===== src/gdbirq_defs.svh =====
`ifndef GDBIRQ_DEFS_SVH
`define GDBIRQ_DEFS_SVH
`define GDBIRQ_OFS_DEBOUNCE  12'h00c
`define GDBIRQ_OFS_POLARITY  12'h010
`define GDBIRQ_OFS_SENSE     12'h014
`define GDBIRQ_OFS_IRQ_SET   12'h018
`define GDBIRQ_OFS_IRQ_CLR   12'h01c
`define GDBIRQ_OFS_IRQ_MASK  12'h020
`define GDBIRQ_OFS_RAW       12'h024
`define GDBIRQ_OFS_STATUS    12'h028
`define GDBIRQ_PIN_DEBOUNCE_ENABLE_LSB      16
`define GDBIRQ_SPT_LSB       8
`define GDBIRQ_SPT_MSB       15
`define GDBIRQ_CNT_MSB       2
`define GDBIRQ_BOTH_LSB      16
`define GDBIRQ_RESET_VAL     32'h0000_0000
`endif


===== src/gdbirq_pkg.sv =====
package gdbirq_pkg;
  typedef logic [7:0] gdbirq_period_t;
  typedef logic [2:0] gdbirq_count_t;
endpackage : gdbirq_pkg


===== src/gdbirq_filter.sv =====
`timescale 1ns/10ps
// one-pin debounce: samples on the shared tick, passes a level after enough equal samples
module gdbirq_filter (
  input  wire logic                  ref_clk,
  input  wire logic                  rstn,
  input  wire logic                  sampleTick,
  input  wire logic                  pinIn,
  input  wire gdbirq_pkg::gdbirq_count_t matchCount,
  output logic                       filtOut
);
  logic       filtOut_ff;
  logic       lastSample_ff;
  logic [3:0] agree_ff;
  wire        same     = (pinIn == lastSample_ff);
  wire  [3:0] need     = {1'b0, matchCount} + 4'h1;
  wire  [3:0] nxt_agree = same ? ((agree_ff < need) ? agree_ff + 4'h1 : agree_ff) : 4'h1;
  assign filtOut = filtOut_ff;
  always_ff @(posedge ref_clk or negedge rstn) begin
    if (!rstn) begin
      filtOut_ff    <= 1'b0;
      lastSample_ff <= 1'b0;
      agree_ff      <= 4'h0;
    end else if (sampleTick) begin
      lastSample_ff <= pinIn;
      agree_ff      <= nxt_agree;
      if (nxt_agree >= need) begin
        filtOut_ff <= pinIn;
      end
    end
  end
  property p_no_change_without_tick;
    @(posedge ref_clk) disable iff (!rstn) !$past(sampleTick) |-> $stable(filtOut_ff);
  endproperty
  a_no_change_without_tick: assert property (p_no_change_without_tick)
    else $error("filter output moved without a sample");
endmodule : gdbirq_filter


===== src/gdbirq_top.sv =====
// Chosen here: register access over APB.
`timescale 1ns/10ps
`include "gdbirq_defs.svh"
module gdbirq_top #(
  parameter int PINS = 16
) (
  input  wire logic            ref_clk,
  input  wire logic            rstn,
  input  wire logic            psel,
  input  wire logic            penable,
  input  wire logic            pwrite,
  input  wire logic [11:0]     paddr,
  input  wire logic [31:0]     pwdata,
  output logic      [31:0]     prdata,
  output logic                 pready,
  output logic                 pslverr,
  input  wire logic [PINS-1:0] pinIn,
  output logic      [PINS-1:0] pinState,
  output logic                 irqOut
);
  if (PINS != 16) begin : gPinsCheck
    $error("gdbirq_top serves exactly 16 pins");
  end
  logic [31:0]     debounce_ff;
  logic [31:0]     polarity_ff;
  logic [15:0]     sense_ff;
  logic [15:0]     irqArm_ff;
  logic [15:0]     raw_ff;
  logic [15:0]     pend_ff;
  logic [15:0]     sync1_ff;
  logic [15:0]     sync2_ff;
  logic [15:0]     prev_ff;
  logic [7:0]      divCnt_ff;
  logic [31:0]     prdata_ff;
  wire  [15:0]     filtered;
  wire  [15:0]     pin_debounce_enable      = debounce_ff[31:`GDBIRQ_PIN_DEBOUNCE_ENABLE_LSB];
  wire  [7:0]      period    = debounce_ff[`GDBIRQ_SPT_MSB:`GDBIRQ_SPT_LSB];
  wire  [2:0]      matchCnt  = debounce_ff[`GDBIRQ_CNT_MSB:0];
  wire  [15:0]     bothEdge  = polarity_ff[31:`GDBIRQ_BOTH_LSB];
  wire  [15:0]     trigPol   = polarity_ff[15:0];
  wire             acc       = psel & penable;
  wire             wrAcc     = acc & pwrite;
  wire             rdAcc     = acc & ~pwrite;
  // one aligned word per register
  function automatic logic addrHit(input logic [11:0] addr, input logic [11:0] ofs);
    addrHit = (addr == ofs);
  endfunction : addrHit
  wire             hitDb     = addrHit(paddr, `GDBIRQ_OFS_DEBOUNCE);
  wire             hitPol    = addrHit(paddr, `GDBIRQ_OFS_POLARITY);
  wire             hitSense  = addrHit(paddr, `GDBIRQ_OFS_SENSE);
  wire             hitSet    = addrHit(paddr, `GDBIRQ_OFS_IRQ_SET);
  wire             hitClr    = addrHit(paddr, `GDBIRQ_OFS_IRQ_CLR);
  wire             hitMask   = addrHit(paddr, `GDBIRQ_OFS_IRQ_MASK);
  wire             hitRaw    = addrHit(paddr, `GDBIRQ_OFS_RAW);
  wire             hitStat   = addrHit(paddr, `GDBIRQ_OFS_STATUS);
  wire             mapped    = hitDb | hitPol | hitSense | hitSet | hitClr | hitMask |
                               hitRaw | hitStat;
  // one tick per period plus one
  wire             sampleTick = (divCnt_ff >= period);
  wire  [15:0]     detIn     = (pin_debounce_enable & filtered) | (~pin_debounce_enable & sync2_ff);
  wire  [15:0]     rise      = detIn & ~prev_ff;
  wire  [15:0]     fall      = ~detIn & prev_ff;
  // polarity picks edge direction or level
  wire  [15:0]     edgeHit   = (bothEdge & (rise | fall)) |
                               (~bothEdge & ((trigPol & rise) | (~trigPol & fall)));
  wire  [15:0]     levelHit  = (trigPol & detIn) | (~trigPol & ~detIn);
  // edge or level chosen per pin
  wire  [15:0]     trig      = (sense_ff & levelHit) | (~sense_ff & edgeHit);
  wire  [15:0]     clrStat   = (wrAcc && hitStat) ? pwdata[15:0] : 16'h0000;
  wire  [31:0]     rdMux     = hitDb    ? {debounce_ff[31:8], 5'h00, debounce_ff[2:0]} :
                               hitPol   ? polarity_ff :
                               hitSense ? {16'h0000, sense_ff} :
                               hitMask  ? {16'h0000, irqArm_ff} :
                               hitRaw   ? {16'h0000, raw_ff} :
                               hitStat  ? {16'h0000, pend_ff} : 32'h0000_0000;
  assign pready   = 1'b1;
  assign pslverr  = acc & ~mapped;
  assign prdata   = prdata_ff;
  assign pinState = detIn;
  assign irqOut   = |pend_ff;
  genvar g;
  generate
    for (g = 0; g < 16; g++) begin : gFilt
      gdbirq_filter uFilt (
        .ref_clk    (ref_clk),
        .rstn       (rstn),
        .sampleTick (sampleTick & pin_debounce_enable[g]),
        .pinIn      (sync2_ff[g]),
        .matchCount (matchCnt),
        .filtOut    (filtered[g])
      );
    end
  endgenerate
  always_ff @(posedge ref_clk or negedge rstn) begin
    if (!rstn) begin
      sync1_ff  <= 16'h0000;
      sync2_ff  <= 16'h0000;
      prev_ff   <= 16'h0000;
      divCnt_ff <= 8'h00;
    end else begin
      sync1_ff  <= pinIn;
      sync2_ff  <= sync1_ff;
      prev_ff   <= detIn;
      divCnt_ff <= sampleTick ? 8'h00 : divCnt_ff + 8'h01;
    end
  end
  always_ff @(posedge ref_clk or negedge rstn) begin
    if (!rstn) begin
      debounce_ff <= `GDBIRQ_RESET_VAL;
      polarity_ff <= `GDBIRQ_RESET_VAL;
      sense_ff    <= 16'h0000;
    end else if (wrAcc) begin
      if (hitDb) debounce_ff <= {pwdata[31:8], 5'h00, pwdata[2:0]};
      if (hitPol) polarity_ff <= pwdata;
      if (hitSense) sense_ff <= pwdata[15:0];
    end
  end
  always_ff @(posedge ref_clk or negedge rstn) begin
    if (!rstn) begin
      irqArm_ff <= 16'h0000;
    end else if (wrAcc && hitSet) begin
      irqArm_ff <= irqArm_ff | pwdata[15:0];
    end else if (wrAcc && hitClr) begin
      irqArm_ff <= irqArm_ff & ~pwdata[15:0];
    end
  end
  always_ff @(posedge ref_clk or negedge rstn) begin
    if (!rstn) begin
      raw_ff    <= 16'h0000;
      pend_ff   <= 16'h0000;
      prdata_ff <= 32'h0000_0000;
    end else begin
      raw_ff    <= (raw_ff & ~clrStat) | trig;
      pend_ff   <= (pend_ff & ~clrStat) | (trig & irqArm_ff);
      prdata_ff <= (psel & ~penable & ~pwrite) ? rdMux : prdata_ff;
    end
  end
  property p_set_beats_clear;
    @(posedge ref_clk) disable iff (!rstn) (trig[0] && irqArm_ff[0]) |=> pend_ff[0];
  endproperty
  a_set_beats_clear: assert property (p_set_beats_clear)
    else $error("pending bit lost on trigger");
  property p_unarmed_no_pend;
    @(posedge ref_clk) disable iff (!rstn) (!pend_ff[1] && !irqArm_ff[1]) |=> !pend_ff[1];
  endproperty
  a_unarmed_no_pend: assert property (p_unarmed_no_pend)
    else $error("unarmed pin became pending");
  property p_raw_any;
    @(posedge ref_clk) disable iff (!rstn) trig[2] |=> raw_ff[2];
  endproperty
  a_raw_any: assert property (p_raw_any)
    else $error("raw status missed trigger");
  property p_irq_level;
    @(posedge ref_clk) disable iff (!rstn) irqOut == (pend_ff != 16'h0000);
  endproperty
  a_irq_level: assert property (p_irq_level)
    else $error("interrupt output disagrees with pending");
  property p_tick_spacing;
    @(posedge ref_clk) disable iff (!rstn) (sampleTick && period == 8'h05 && $stable(period))
      |=> !sampleTick [*5] ##1 (sampleTick || period != 8'h05);
  endproperty
  a_tick_spacing: assert property (p_tick_spacing)
    else $error("sample period off");
  property p_clear_writes;
    @(posedge ref_clk) disable iff (!rstn)
      (wrAcc && hitClr) |=> (irqArm_ff & $past(pwdata[15:0])) == 16'h0000;
  endproperty
  a_clear_writes: assert property (p_clear_writes)
    else $error("disable did not disarm");
  property p_level_sense;
    @(posedge ref_clk) disable iff (!rstn) (sense_ff[4] && trigPol[4] && detIn[4]) |=> raw_ff[4];
  endproperty
  a_level_sense: assert property (p_level_sense)
    else $error("level trigger missed");
  property p_raw_pass;
    @(posedge ref_clk) disable iff (!rstn) !pin_debounce_enable[5] |-> pinState[5] == sync2_ff[5];
  endproperty
  a_raw_pass: assert property (p_raw_pass)
    else $error("unfiltered pin not passed");
  property p_read_raw;
    @(posedge ref_clk) disable iff (!rstn)
      (rdAcc && hitRaw) |-> prdata_ff == {16'h0000, $past(raw_ff)};
  endproperty
  a_read_raw: assert property (p_read_raw)
    else $error("raw status read wrong");
  property p_read_status;
    @(posedge ref_clk) disable iff (!rstn)
      (rdAcc && hitStat) |-> prdata_ff == {16'h0000, $past(pend_ff)};
  endproperty
  a_read_status: assert property (p_read_status)
    else $error("masked status read wrong");
  property p_read_mask;
    @(posedge ref_clk) disable iff (!rstn)
      (rdAcc && hitMask) |-> prdata_ff == {16'h0000, $past(irqArm_ff)};
  endproperty
  a_read_mask: assert property (p_read_mask)
    else $error("enable mask read wrong");
  property p_set_reads_zero;
    @(posedge ref_clk) disable iff (!rstn)
      (rdAcc && hitSet) |-> prdata_ff == 32'h0000_0000;
  endproperty
  a_set_reads_zero: assert property (p_set_reads_zero)
    else $error("write-only enable set read back");
  property p_clr_reads_zero;
    @(posedge ref_clk) disable iff (!rstn)
      (rdAcc && hitClr) |-> prdata_ff == 32'h0000_0000;
  endproperty
  a_clr_reads_zero: assert property (p_clr_reads_zero)
    else $error("write-only enable clear read back");
  property p_dbc_fields;
    @(posedge ref_clk) disable iff (!rstn)
      (rdAcc && hitDb) |-> (prdata_ff[7:3] == 5'h00) && (prdata_ff[2:0] == $past(matchCnt));
  endproperty
  a_dbc_fields: assert property (p_dbc_fields)
    else $error("match count field read wrong");
  property p_sense_read;
    @(posedge ref_clk) disable iff (!rstn)
      (rdAcc && hitSense) |-> prdata_ff == {16'h0000, $past(sense_ff)};
  endproperty
  a_sense_read: assert property (p_sense_read)
    else $error("sense type read wrong");
  property p_reset_zero;
    @(posedge ref_clk)
      !rstn |-> (debounce_ff == 32'h0000_0000) && (polarity_ff == 32'h0000_0000);
  endproperty
  a_reset_zero: assert property (p_reset_zero)
    else $error("config not zero in reset");
  property p_arm_set;
    @(posedge ref_clk) disable iff (!rstn)
      (wrAcc && hitSet) |=> (irqArm_ff & $past(pwdata[15:0])) == $past(pwdata[15:0]);
  endproperty
  a_arm_set: assert property (p_arm_set)
    else $error("enable set did not arm");
  property p_pend_needs_arm;
    @(posedge ref_clk) disable iff (!rstn)
      (pend_ff & ~$past(pend_ff) & ~$past(irqArm_ff)) == 16'h0000;
  endproperty
  a_pend_needs_arm: assert property (p_pend_needs_arm)
    else $error("pending set on unarmed pin");
  property p_w1c;
    @(posedge ref_clk) disable iff (!rstn)
      (wrAcc && hitStat) |=> (pend_ff & $past(pwdata[15:0]) & ~$past(trig)) == 16'h0000;
  endproperty
  a_w1c: assert property (p_w1c)
    else $error("write one did not clear");
  property p_write_zero;
    @(posedge ref_clk) disable iff (!rstn)
      (wrAcc && hitStat) |=> ($past(pend_ff) & ~$past(pwdata[15:0]) & ~pend_ff) == 16'h0000;
  endproperty
  a_write_zero: assert property (p_write_zero)
    else $error("write zero cleared a bit");
  property p_fall_edge;
    @(posedge ref_clk) disable iff (!rstn)
      (!sense_ff[0] && !bothEdge[0] && !trigPol[0] && prev_ff[0] && !detIn[0]) |=> raw_ff[0];
  endproperty
  a_fall_edge: assert property (p_fall_edge)
    else $error("falling edge missed");
  property p_rise_quiet;
    @(posedge ref_clk) disable iff (!rstn) (!sense_ff[0] && !bothEdge[0] && !trigPol[0] &&
      !raw_ff[0] && !(prev_ff[0] && !detIn[0])) |=> !raw_ff[0];
  endproperty
  a_rise_quiet: assert property (p_rise_quiet)
    else $error("falling polarity fired without a fall");
  property p_rise_edge;
    @(posedge ref_clk) disable iff (!rstn)
      (!sense_ff[3] && !bothEdge[3] && trigPol[3] && !prev_ff[3] && detIn[3]) |=> raw_ff[3];
  endproperty
  a_rise_edge: assert property (p_rise_edge)
    else $error("rising edge missed");
  property p_both_edge;
    @(posedge ref_clk) disable iff (!rstn)
      (!sense_ff[2] && bothEdge[2] && (prev_ff[2] != detIn[2])) |=> raw_ff[2];
  endproperty
  a_both_edge: assert property (p_both_edge)
    else $error("both-edge trigger missed");
  property p_filter_path;
    @(posedge ref_clk) disable iff (!rstn)
      pin_debounce_enable[5] |-> pinState[5] == filtered[5];
  endproperty
  a_filter_path: assert property (p_filter_path)
    else $error("debounced pin bypassed filter");
  property p_tick_zero;
    @(posedge ref_clk) disable iff (!rstn)
      (period == 8'h00) |-> sampleTick;
  endproperty
  a_tick_zero: assert property (p_tick_zero)
    else $error("zero period did not sample every clock");
  property p_div_range;
    @(posedge ref_clk) disable iff (!rstn)
      (divCnt_ff <= period) || $changed(period);
  endproperty
  a_div_range: assert property (p_div_range)
    else $error("sample divider overran period");
endmodule : gdbirq_top


===== config.mk =====
export PLATFORM = sky130hd
export DESIGN_NAME = gdbirq_top
export DESIGN_NICKNAME = d
export VERILOG_FILES = /design/src/gdbirq_pkg.sv /design/src/gdbirq_filter.sv /design/src/gdbirq_top.sv
export VERILOG_INCLUDE_DIRS = /design/src
export SDC_FILE = /design/constraint.sdc
export NUM_CORES = 1
export LEC_CHECK = 0
export BUFFER_PORTS_ARGS = -buffer_cell sky130_fd_sc_hd__clkbuf_2
export CAP_MARGIN = 0
export CORE_ASPECT_RATIO = 1.75
export CORE_MARGIN = 3
export CORE_UTILIZATION = 50
export CTS_CLUSTER_DIAMETER = 100
export CTS_CLUSTER_SIZE = 28
export DETAILED_ROUTE_END_ITERATION = 10
export GPL_ROUTABILITY_DRIVEN = 1
export PLACE_DENSITY_LB_ADDON = 0.25
export RECOVER_POWER = 25
export SLEW_MARGIN = 10
export SYNTH_ARGS = -nofsm -noshare
export SYNTH_HDL_FRONTEND = slang
export SYNTH_SLANG_ARGS = --single-unit

===== constraint.sdc =====
create_clock -name ref_clk -period 6.3 [get_ports ref_clk]
set_input_delay 1.89 -clock ref_clk [delete_from_list [all_inputs] [get_ports ref_clk]]
set_output_delay 1.89 -clock ref_clk [all_outputs]
set_load 0.02 [all_outputs]

; Word level (Yosys, flattened, before mapping)
; Index checks and enable logic that the tools add are counted.
[totals]
reg_bits = 307
in_bits = 65
output_inout_bits = 51
[op_classes]
reduce_logical = 24
magnitude_cmp = 33
n_eq_ne = 24
bitwise = 64
mux = 42
n_addsub = 18
[op_table]
columns = cell, count
row1 = AND 16 bit, 16
row2 = bitwise OR 16 bit, 9
row3 = two-way mux 4 bit, 32
row4 = inverter 16 bit, 8
row5 = two-way mux 16 bit, 7
row6 = "adder 4 x 1 -> 4 bit, second input constant", 16
row7 = >= comparator 4 bit, 16
row8 = < comparator 4 bit, 16
row9 = two-way mux 32 bit, 2
row10 = "== test 12 x 5 -> 1 bit, second input constant", 4
row11 = AND reduction 2 bit, 19
row12 = "== test 12 x 6 -> 1 bit, second input constant", 3
row13 = AND 1 bit, 21
row14 = == test 1 bit, 16
row15 = OR reduction 16 bit, 1
row16 = "== test 12 x 4 -> 1 bit, second input constant", 1
row17 = "adder 8 x 1 -> 8 bit, second input constant", 1
row18 = >= comparator 8 bit, 1
row19 = two-way mux 8 bit, 1
row20 = bitwise OR 1 bit, 7
row21 = "adder 3 x 1 -> 4 bit, second input constant", 1
row22 = logical AND 1 bit, 3
row23 = inverter 1 bit, 3
row24 = nonzero test 2 bit, 1

; Longest topological paths before layout
; Gate-level depths: netlist (run 1).
[depth]
ltp_word = 13
depth_mapped = 18

; Cells and area by module
; A second synthesis (run 1) with hierarchy kept.
[hier_totals]
hier_cells = 1868
hier_area_um2 = 18935.7
[modules_own_cells]
columns = mod, n_inst, cells_each, area_each_um2
row1 = gdbirq_top, 1, 860, 9907.0
row2 = gdbirq_filter, 16, 63, 564.3

; Worst setup path before layout (run 1)
; Ideal clock, no wire load.
[synth_path]
path_type = in2out
from = input paddr[2]
to = output pslverr
slack_ps = 1258
path_stages = 6
path_buffers = 3
t_arrival_ps = 3152
cell_sequence = clkbuf_1 clkbuf_1 clkbuf_1 a21oi_1 nor3_1 a211oi_1
[synth_between]
elab_chain_len = 10
elab_cells_between_ends = 17
cone_classes = 8 x eq/ne / 9 x bitwise
[synth_rtl]
columns = element, line_no
row1 = from (decl), gdbirq_top.sv:12  ; input wire logic [11:0] paddr,
row2 = == test 12 x 4 -> 1 bit / == test 12 x 5 -> 1 bit (equally long branches), gdbirq_top.sv:46  ; addrHit = (addr == ofs);
row3 = bitwise OR 1 bit (6 in a row), gdbirq_top.sv:56  ; wire mapped = hitDb | hitPol | hitSense | hitSet | hitClr | hitMask |
row4 = bitwise OR 1 bit (*), gdbirq_top.sv:57  ; hitRaw | hitStat;
row5 = inverter 1 bit (*), gdbirq_top.sv:77  ; assign pslverr = acc & ~mapped;
row6 = AND 1 bit (*), gdbirq_top.sv:77
row7 = to (decl), gdbirq_top.sv:16  ; output logic pslverr,
; Mark *: on every way between the ends. The rest lies on a longest branch, timed or not.

; Worst setup path in the final report (run 1)
[layout_path]
from = input paddr[9]
to = output pslverr
; The elaborated chain is that of the path after synthesis.

==> run metrics, run 1 <==
outcome finished, violations left; failing checks capacitance limit, slew limit; violation count after the first detailed-routing iteration 841; tightest hold margin 0.358 ns; number of global-route vias before repair 14100; number of buffers added by the clock tree synthesis step 14; #FFs+latches synth 307; relative slew slack -89.1%; cell count after synthesis 1746; overall die width 149 µm; DIE AREA 38200 µm²; RSZ-0062 raised after global routing no; Final Max Slew Viols 106; Routability Congestion 0.905; buffer count from post-CTS setup fixing 0; cell area after technology mapping 17900 µm²; maximum capacitance violations 1; actual transition at the worst max-transition pin 2.84 ns; wire per inst 19.8 µm; clock tree from TritonCTS built; DRC violations left 0; Avg Synthesized Cell Area 10.2 µm²; final worst path period share 84.3%; EDFF count, synth 0; number of sinks on the clock net 307; kind of start point of the critical path input port; maximum number of pins on one net before global-route repair 108; count of instances resized after the clock tree is built 0; Layout area overhead 8.26%; share of cells above drive strength 1 15.9%; vertical extent of the die 256 µm; Power Total 3260 µW; via count normalized by instance count 5.98; effective utilization at floorplan 50.7%; Crit Path Max Fanout 4; clock slew seen by the registers of the worst setup and hold paths 0.10 ns; remaining antenna violation count after routing 0; Max IR drop VDD 0.000239 V; dpl ws 1.01 ns; Crit path arrival time 3.42 ns; row count 91; final-report hold violation count 0; maximum clock frequency 188 MHz; top flip-flop cell by instance count after synthesis sky130_fd_sc_hd__dfrtp_1; share of synthesized registers carrying an async set or reset 100%; power density over cell area 168 nW/µm²; synthesized netlist net count 1945; leading cell type in the layout, fill and taps excluded sky130_fd_sc_hd__dfrtp_1; global-route total usage across every layer 24.0%; worst clock skew 0.0287 ns; antenna violations before repair 0; detailed-router iteration count before antenna repair 5; placed wire-length estimate after detailed placement 32800 µm; wire length of the first global-routing pass 74800 µm; Final WS setup 0.989 ns; sequential fraction of the synthesis area 42.9%; number of H-tree levels 1; net count of the finished layout 2034; area of the core 35300 µm²; number of antenna diodes 0; count of buffers from port buffering 114; insertion delay of the later-clocked pin in the worst-skew pair 0.52 ns; number of warnings issued by yosys 0; routed via count 13800; count of cell types in the netlist 70; Clk Tree Root Cell sky130_fd_sc_hd__clkbuf_16; most used cells in the layout excluding fill and tap cells sky130_fd_sc_hd__dfrtp_1 (307), sky130_fd_sc_hd__nand2_1 (145), sky130_fd_sc_hd__ha_1 (134); grt total ovfl 0; accumulated negative setup slack 0 ns; total detailed-routing wirelength 45400 µm; class of the tightest hold or removal check register to register; CTS hold repair buffers 0; I/O pin count 116; leak pwr 0.00956 µW; number of setup violations in the final report 0; worst setup path category input port to output port; minimum period implied by the final worst setup slack 5.31 ns; largest buffer count on any clock path 3; Critical Path End Type output port; required time worst endpoint 4.41 ns
==> synthesized netlist by cell type (all sizes together), types with 7 or more instances <==
library cell  count  area share (%)
and2              9            0.31
clkbuf           38            0.80
xor2             46             2.3
or3              10            0.35
ha              134             9.4
nand3            12            0.34
a21o             38             1.6
a22oi            23            0.96
a41oi             8            0.39
o21ai           132             3.7
nor4             22             1.1
o31ai            23            0.96
dfrtp           307              43
nand2b           22            0.77
mux2            104             6.5
o211ai           10            0.42
or2               7            0.24
nor2b            34             1.2
a211oi           49             2.1
o41ai            11            0.54
nand4            16            0.56
xnor2            40             2.0
inv              88             1.8
nor2            113             2.4
a222oi           11            0.62
mux2i            48             2.7
nand2           146             3.1
and3              9            0.31
buf              24            0.78
nor3             28            0.87
a2111oi          13             1.0
a21oi            75             2.1
a22o             30             1.5
==> where the power goes <==
part	leakage, µW	total (µW)	switching [µW]	internal (µW)
Clock	0.000186	1060	622	434
Sequential	0.00391	2020	26.2	2000
Combinational	0.00546	183	127	56.2
==> cell families after synthesis <==
logic type | share of synthesized area (%)
mux | 9.23
flops | 42.9
other cells | 0.0210
simple gates | 12.4
compound gates | 18.4
xor+xnor | 4.25
buf+inv | 3.45
fa+ha+maj | 9.37
==> layer usage <==
layer,vias up,track usage (%),share of wire (%)
met5,-,0,0
met4,0,9.14,4.0
met3,87,1.87,3.3
met2,306,43.0,52
met1,6814,29.8,41
li1,6545,-,-
==> through the flow <==
stage	util, %	cells	instance area [µm²]
final	54.9	2300	19400
after global routing	54.9	2300	19400
after CTS	54.9	2300	19400
after detailed placement	53.8	2284	19000
after global placement	53.8	2284	19000
after floorplan	-	1746	17900
==> final timing paths <==
kind	startpoint	cells past startpoint	slack, ns	endpoint
setup / recovery	paddr[9]	6	0.99	pslverr
hold / removal	sync1_ff[0]	0	0.36	sync2_ff[0]
setup reg to reg	debounce_ff[1]	15	2.12	gFilt[10].uFilt.filtOut
hold reg to reg	sync1_ff[0]	0	0.36	sync2_ff[0]
max in group asynchronous	rstn	1	2.38	gFilt[6].uFilt.lastSample_ff
min in group asynchronous	rstn	1	2.24	gFilt[0].uFilt.agree_ff[3]
==> flip-flops by register name, summed over array words and instances, names as in the netlist, 27 cells and up, named ones only <==
name                  count
debounce_ff              27
gFilt.uFilt.agree_ff     64
polarity_ff              32
prdata                   32
==> area by class of cell <==
class / count / area [µm²]
Clock buffer: 16 / 379
Fill cell: 3199 / 15900
Inverter: 89 / 334
Multi-Input combinational cell: 1288 / 9650
Timing Repair Buffer: 135 / 752
Sequential cell: 307 / 7680
Tap cell: 465 / 582
==> worst max-delay path, stage by stage <==
cell                       delay, ns
sky130_fd_sc_hd__clkbuf_2       0.08
sky130_fd_sc_hd__nor2_1         0.12
sky130_fd_sc_hd__nand3_1        0.22
sky130_fd_sc_hd__nor4b_1        0.75
sky130_fd_sc_hd__a211oi_1       0.17
sky130_fd_sc_hd__clkbuf_2       0.19
No activity file was read; power rests on OpenSTA's default activity.
==> run 2, diff against run 1 <==
--- a/config.mk
+++ b/config.mk
@@ -6,6 +6,7 @@
 export SDC_FILE = /design/constraint.sdc
 export NUM_CORES = 1
 export LEC_CHECK = 0
+export ABC_AREA = 1
 export BUFFER_PORTS_ARGS = -buffer_cell sky130_fd_sc_hd__clkbuf_2
 export CAP_MARGIN = 0
 export CORE_ASPECT_RATIO = 1.75
==> constraint.sdc (replaced) <==
create_clock -name ref_clk -period 4.3 [get_ports ref_clk]
set_input_delay 1.29 -clock ref_clk [delete_from_list [all_inputs] [get_ports ref_clk]]
set_output_delay 1.29 -clock ref_clk [all_outputs]
set_load 0.02 [all_outputs]
==> run 2 against run 1 <==
Against the previous run: the run still ends with capacitance limit, slew limit left; sequential power rose by 46%; sequential share of layout area increased by 0.26 points; final cell count increased by 24%; first-iteration DRC count is 13% higher; utilization grew 0.60 points; synthesized cell count increased by 30%; critical path depth increased by 2; die area fell by 1.4%; critical endpoint unchanged; highest routed layer unchanged.
==> run metrics, run 2 <==
total detailed-routing wirelength 46200 µm; number of buffers added by the clock tree synthesis step 14; sequential fraction of the synthesis area 43.5%; final worst path period share 88.4%; vertical extent of the die 254 µm; Storage cell area 7680 µm²; CTS hold repair buffers 0; Max IR drop VDD 0.000417 V; DIE AREA 37700 µm²; RSZ-0062 raised after global routing no; outcome finished, violations left; GR Layer Usage met2 44.9%; relative slew slack -82.9%; Crit path arrival time 2.51 ns; fill cell total of the finished layout 3303; leading cell type in the layout, fill and taps excluded sky130_fd_sc_hd__nand2_1; share of cells above drive strength 1 8.73%; Final Max Slew Viols 97; via count normalized by instance count 5.38; actual transition at the worst max-transition pin 2.74 ns; kind of start point of the critical path input port; Clk Tree Root Cell sky130_fd_sc_hd__clkbuf_16; grt total ovfl 0; slowest CP cell sky130_fd_sc_hd__nor2_2; overall die width 148 µm; EDFF count, synth 0; maximum cell stage delay along the critical path 0.34 ns; number of sinks on the clock net 307; effective utilization at floorplan 50.9%; share of synthesized registers carrying an async set or reset 100%; accumulated negative setup slack 0 ns; placed wire-length estimate after detailed placement 33900 µm; count of buffers from port buffering 114; number of setup violations in the final report 0; insertion delay of the later-clocked pin in the worst-skew pair 0.52 ns; class of the tightest hold or removal check register to register; number of warnings issued by yosys 0; routed via count 15300; worst clock skew 0.0221 ns; most used cells in the layout excluding fill and tap cells sky130_fd_sc_hd__nand2_1 (624), sky130_fd_sc_hd__inv_1 (353), sky130_fd_sc_hd__dfrtp_1 (307); Critical Path End Type output port; cell count after synthesis 2267; GRT met3 Usage 2.17%; detailed-router iteration count before antenna repair 5; Crit Path Max Fanout 9; violation count after the first detailed-routing iteration 947; cell area after technology mapping 17600 µm²; failing checks capacitance limit, slew limit; buffer count from post-CTS setup fixing 0; clock slew seen by the registers of the worst setup and hold paths 0.11 ns; synthesized netlist net count 2466; largest buffer count on any clock path 3; maximum clock frequency 263 MHz; net count of the finished layout 2581; top flip-flop cell by instance count after synthesis sky130_fd_sc_hd__dfrtp_1; multi-input combinational cell area 8430 µm²; number of global-route vias before repair 15000; row count 90; area of the core 34700 µm²; power density over cell area 252 nW/µm²; Largest Register gFilt.uFilt.agree_ff; Layout area overhead 9.11%; Area contributors post-synth sky130_fd_sc_hd__dfrtp_1 (44%), sky130_fd_sc_hd__nand2_1 (13%), sky130_fd_sc_hd__ha_1 (9.5%); required time worst endpoint 3.01 ns; number of antenna diodes 0; DRC violations left 0; final-report hold violation count 0; number of H-tree levels 1; global-route total usage across every layer 24.5%; most frequent cells after synthesis sky130_fd_sc_hd__nand2_1 (624), sky130_fd_sc_hd__inv_1 (354), sky130_fd_sc_hd__dfrtp_1 (307), sky130_fd_sc_hd__o21ai_0 (253), sky130_fd_sc_hd__nand3_1 (182); critical path, cell by cell clkbuf_2, nor2_2, nand3_1, nor2_2, nand2_1, o2111ai_1, nor3_1, clkbuf_2; remaining antenna violation count after routing 0; busiest layer in global routing met2; most used standard cell by instance count after synthesis sky130_fd_sc_hd__nand2_1; Final Instance Count excl. Fillers 2842; wire length of the first global-routing pass 75300 µm; maximum number of pins on one net before global-route repair 100; wire per inst 16.3 µm; flip-flop count of the largest register after layout 64; antenna violations before repair 0; clock tree from TritonCTS built; post-placement cell count 2826; Power Total 4850 µW; met1 usage 29.9%; leak pwr 0.00983 µW; I/O pin count 116; Avg Synthesized Cell Area 7.78 µm²; worst setup path category input port to output port; maximum capacitance violations 1; #FFs+latches synth 307; minimum period implied by the final worst setup slack 3.80 ns; post-synth top area share 43.5%; Routability Congestion 0.911; count of cell types in the netlist 44; most area-hungry cell type in the Yosys netlist sky130_fd_sc_hd__dfrtp_1; count of instances resized after the clock tree is built 0
## run 2: cell types whose count changed after synthesis, sizes merged, moves of 30 or more
cell	delta
a21o	-38
a211oi	-46
a22o	-30
nor2b	-34
mux2i	-48
nor2	-60
nand3	+174
o21ai	+161
inv	+270
nand2	+499
mux2	-104
## run 2: stage by stage
step           worst slack (ns)  util, %  hold WS (ns)  instance area [µm²]
2_1_floorplan             0.530        -         0.331                17600
3_5_place_dp              0.542     54.4         0.335                18900
5_1_grt                   0.374     55.5         0.368                19200
6_report                  0.498     55.5         0.358                19200
3_3_place_gp              0.605     54.4         0.332                18900
4_1_cts                   0.537     55.5         0.355                19300
## run 2: area by class of cell
cell class | count | area share, %
tap | 460 | 2.99
timing repair buffer | 143 | 4.34
inverter | 359 | 7.00
multi-input combinational | 1557 | 43.8
clock buffer | 16 | 1.97
sequential | 307 | 39.9
## run 2: worst paths after layout
kind / from / end / slack, ns / cells past startpoint
min in group asynchronous: rstn / polarity_ff[13] / 1.57 / 1
min: sync1_ff[0] / sync2_ff[0] / 0.36 / 0
max in group asynchronous: rstn / prev_ff[9] / 1.05 / 1
min reg2reg: sync1_ff[0] / sync2_ff[0] / 0.36 / 0
max: paddr[7] / pslverr / 0.50 / 8
max reg2reg: debounce_ff[0] / gFilt[11].uFilt.filtOut / 0.88 / 16
## run 2: power by group
part	internal, µW	switching, µW
Clock	636	916
Combinational	109	243
Sequential	2920	28.6
## run 2: worst max-delay path: cells and delay by family
family,cells,cell delay (ns)
AOI/OAI and AO/OA,1,0.12
buffers and inverters,2,0.25
and+or+nand+nor,5,0.86
## run 2: kinds of logic after synthesis
kind of cell	synth area share, %
AND/OR/NAND/NOR	23.5
AO/OA/AOI/OAI	12.5
buffers and inverters	8.76
flip-flops	43.5
adder cells (fa/ha/maj)	9.50
XOR/XNOR	2.13
other	0.0213
## run 2: layer usage
layer	wire length (µm)	vias up
met1	19000	7330
li1	-	7527
met2	23900	356
met5	0	-
met3	1780	89
met4	1580	0
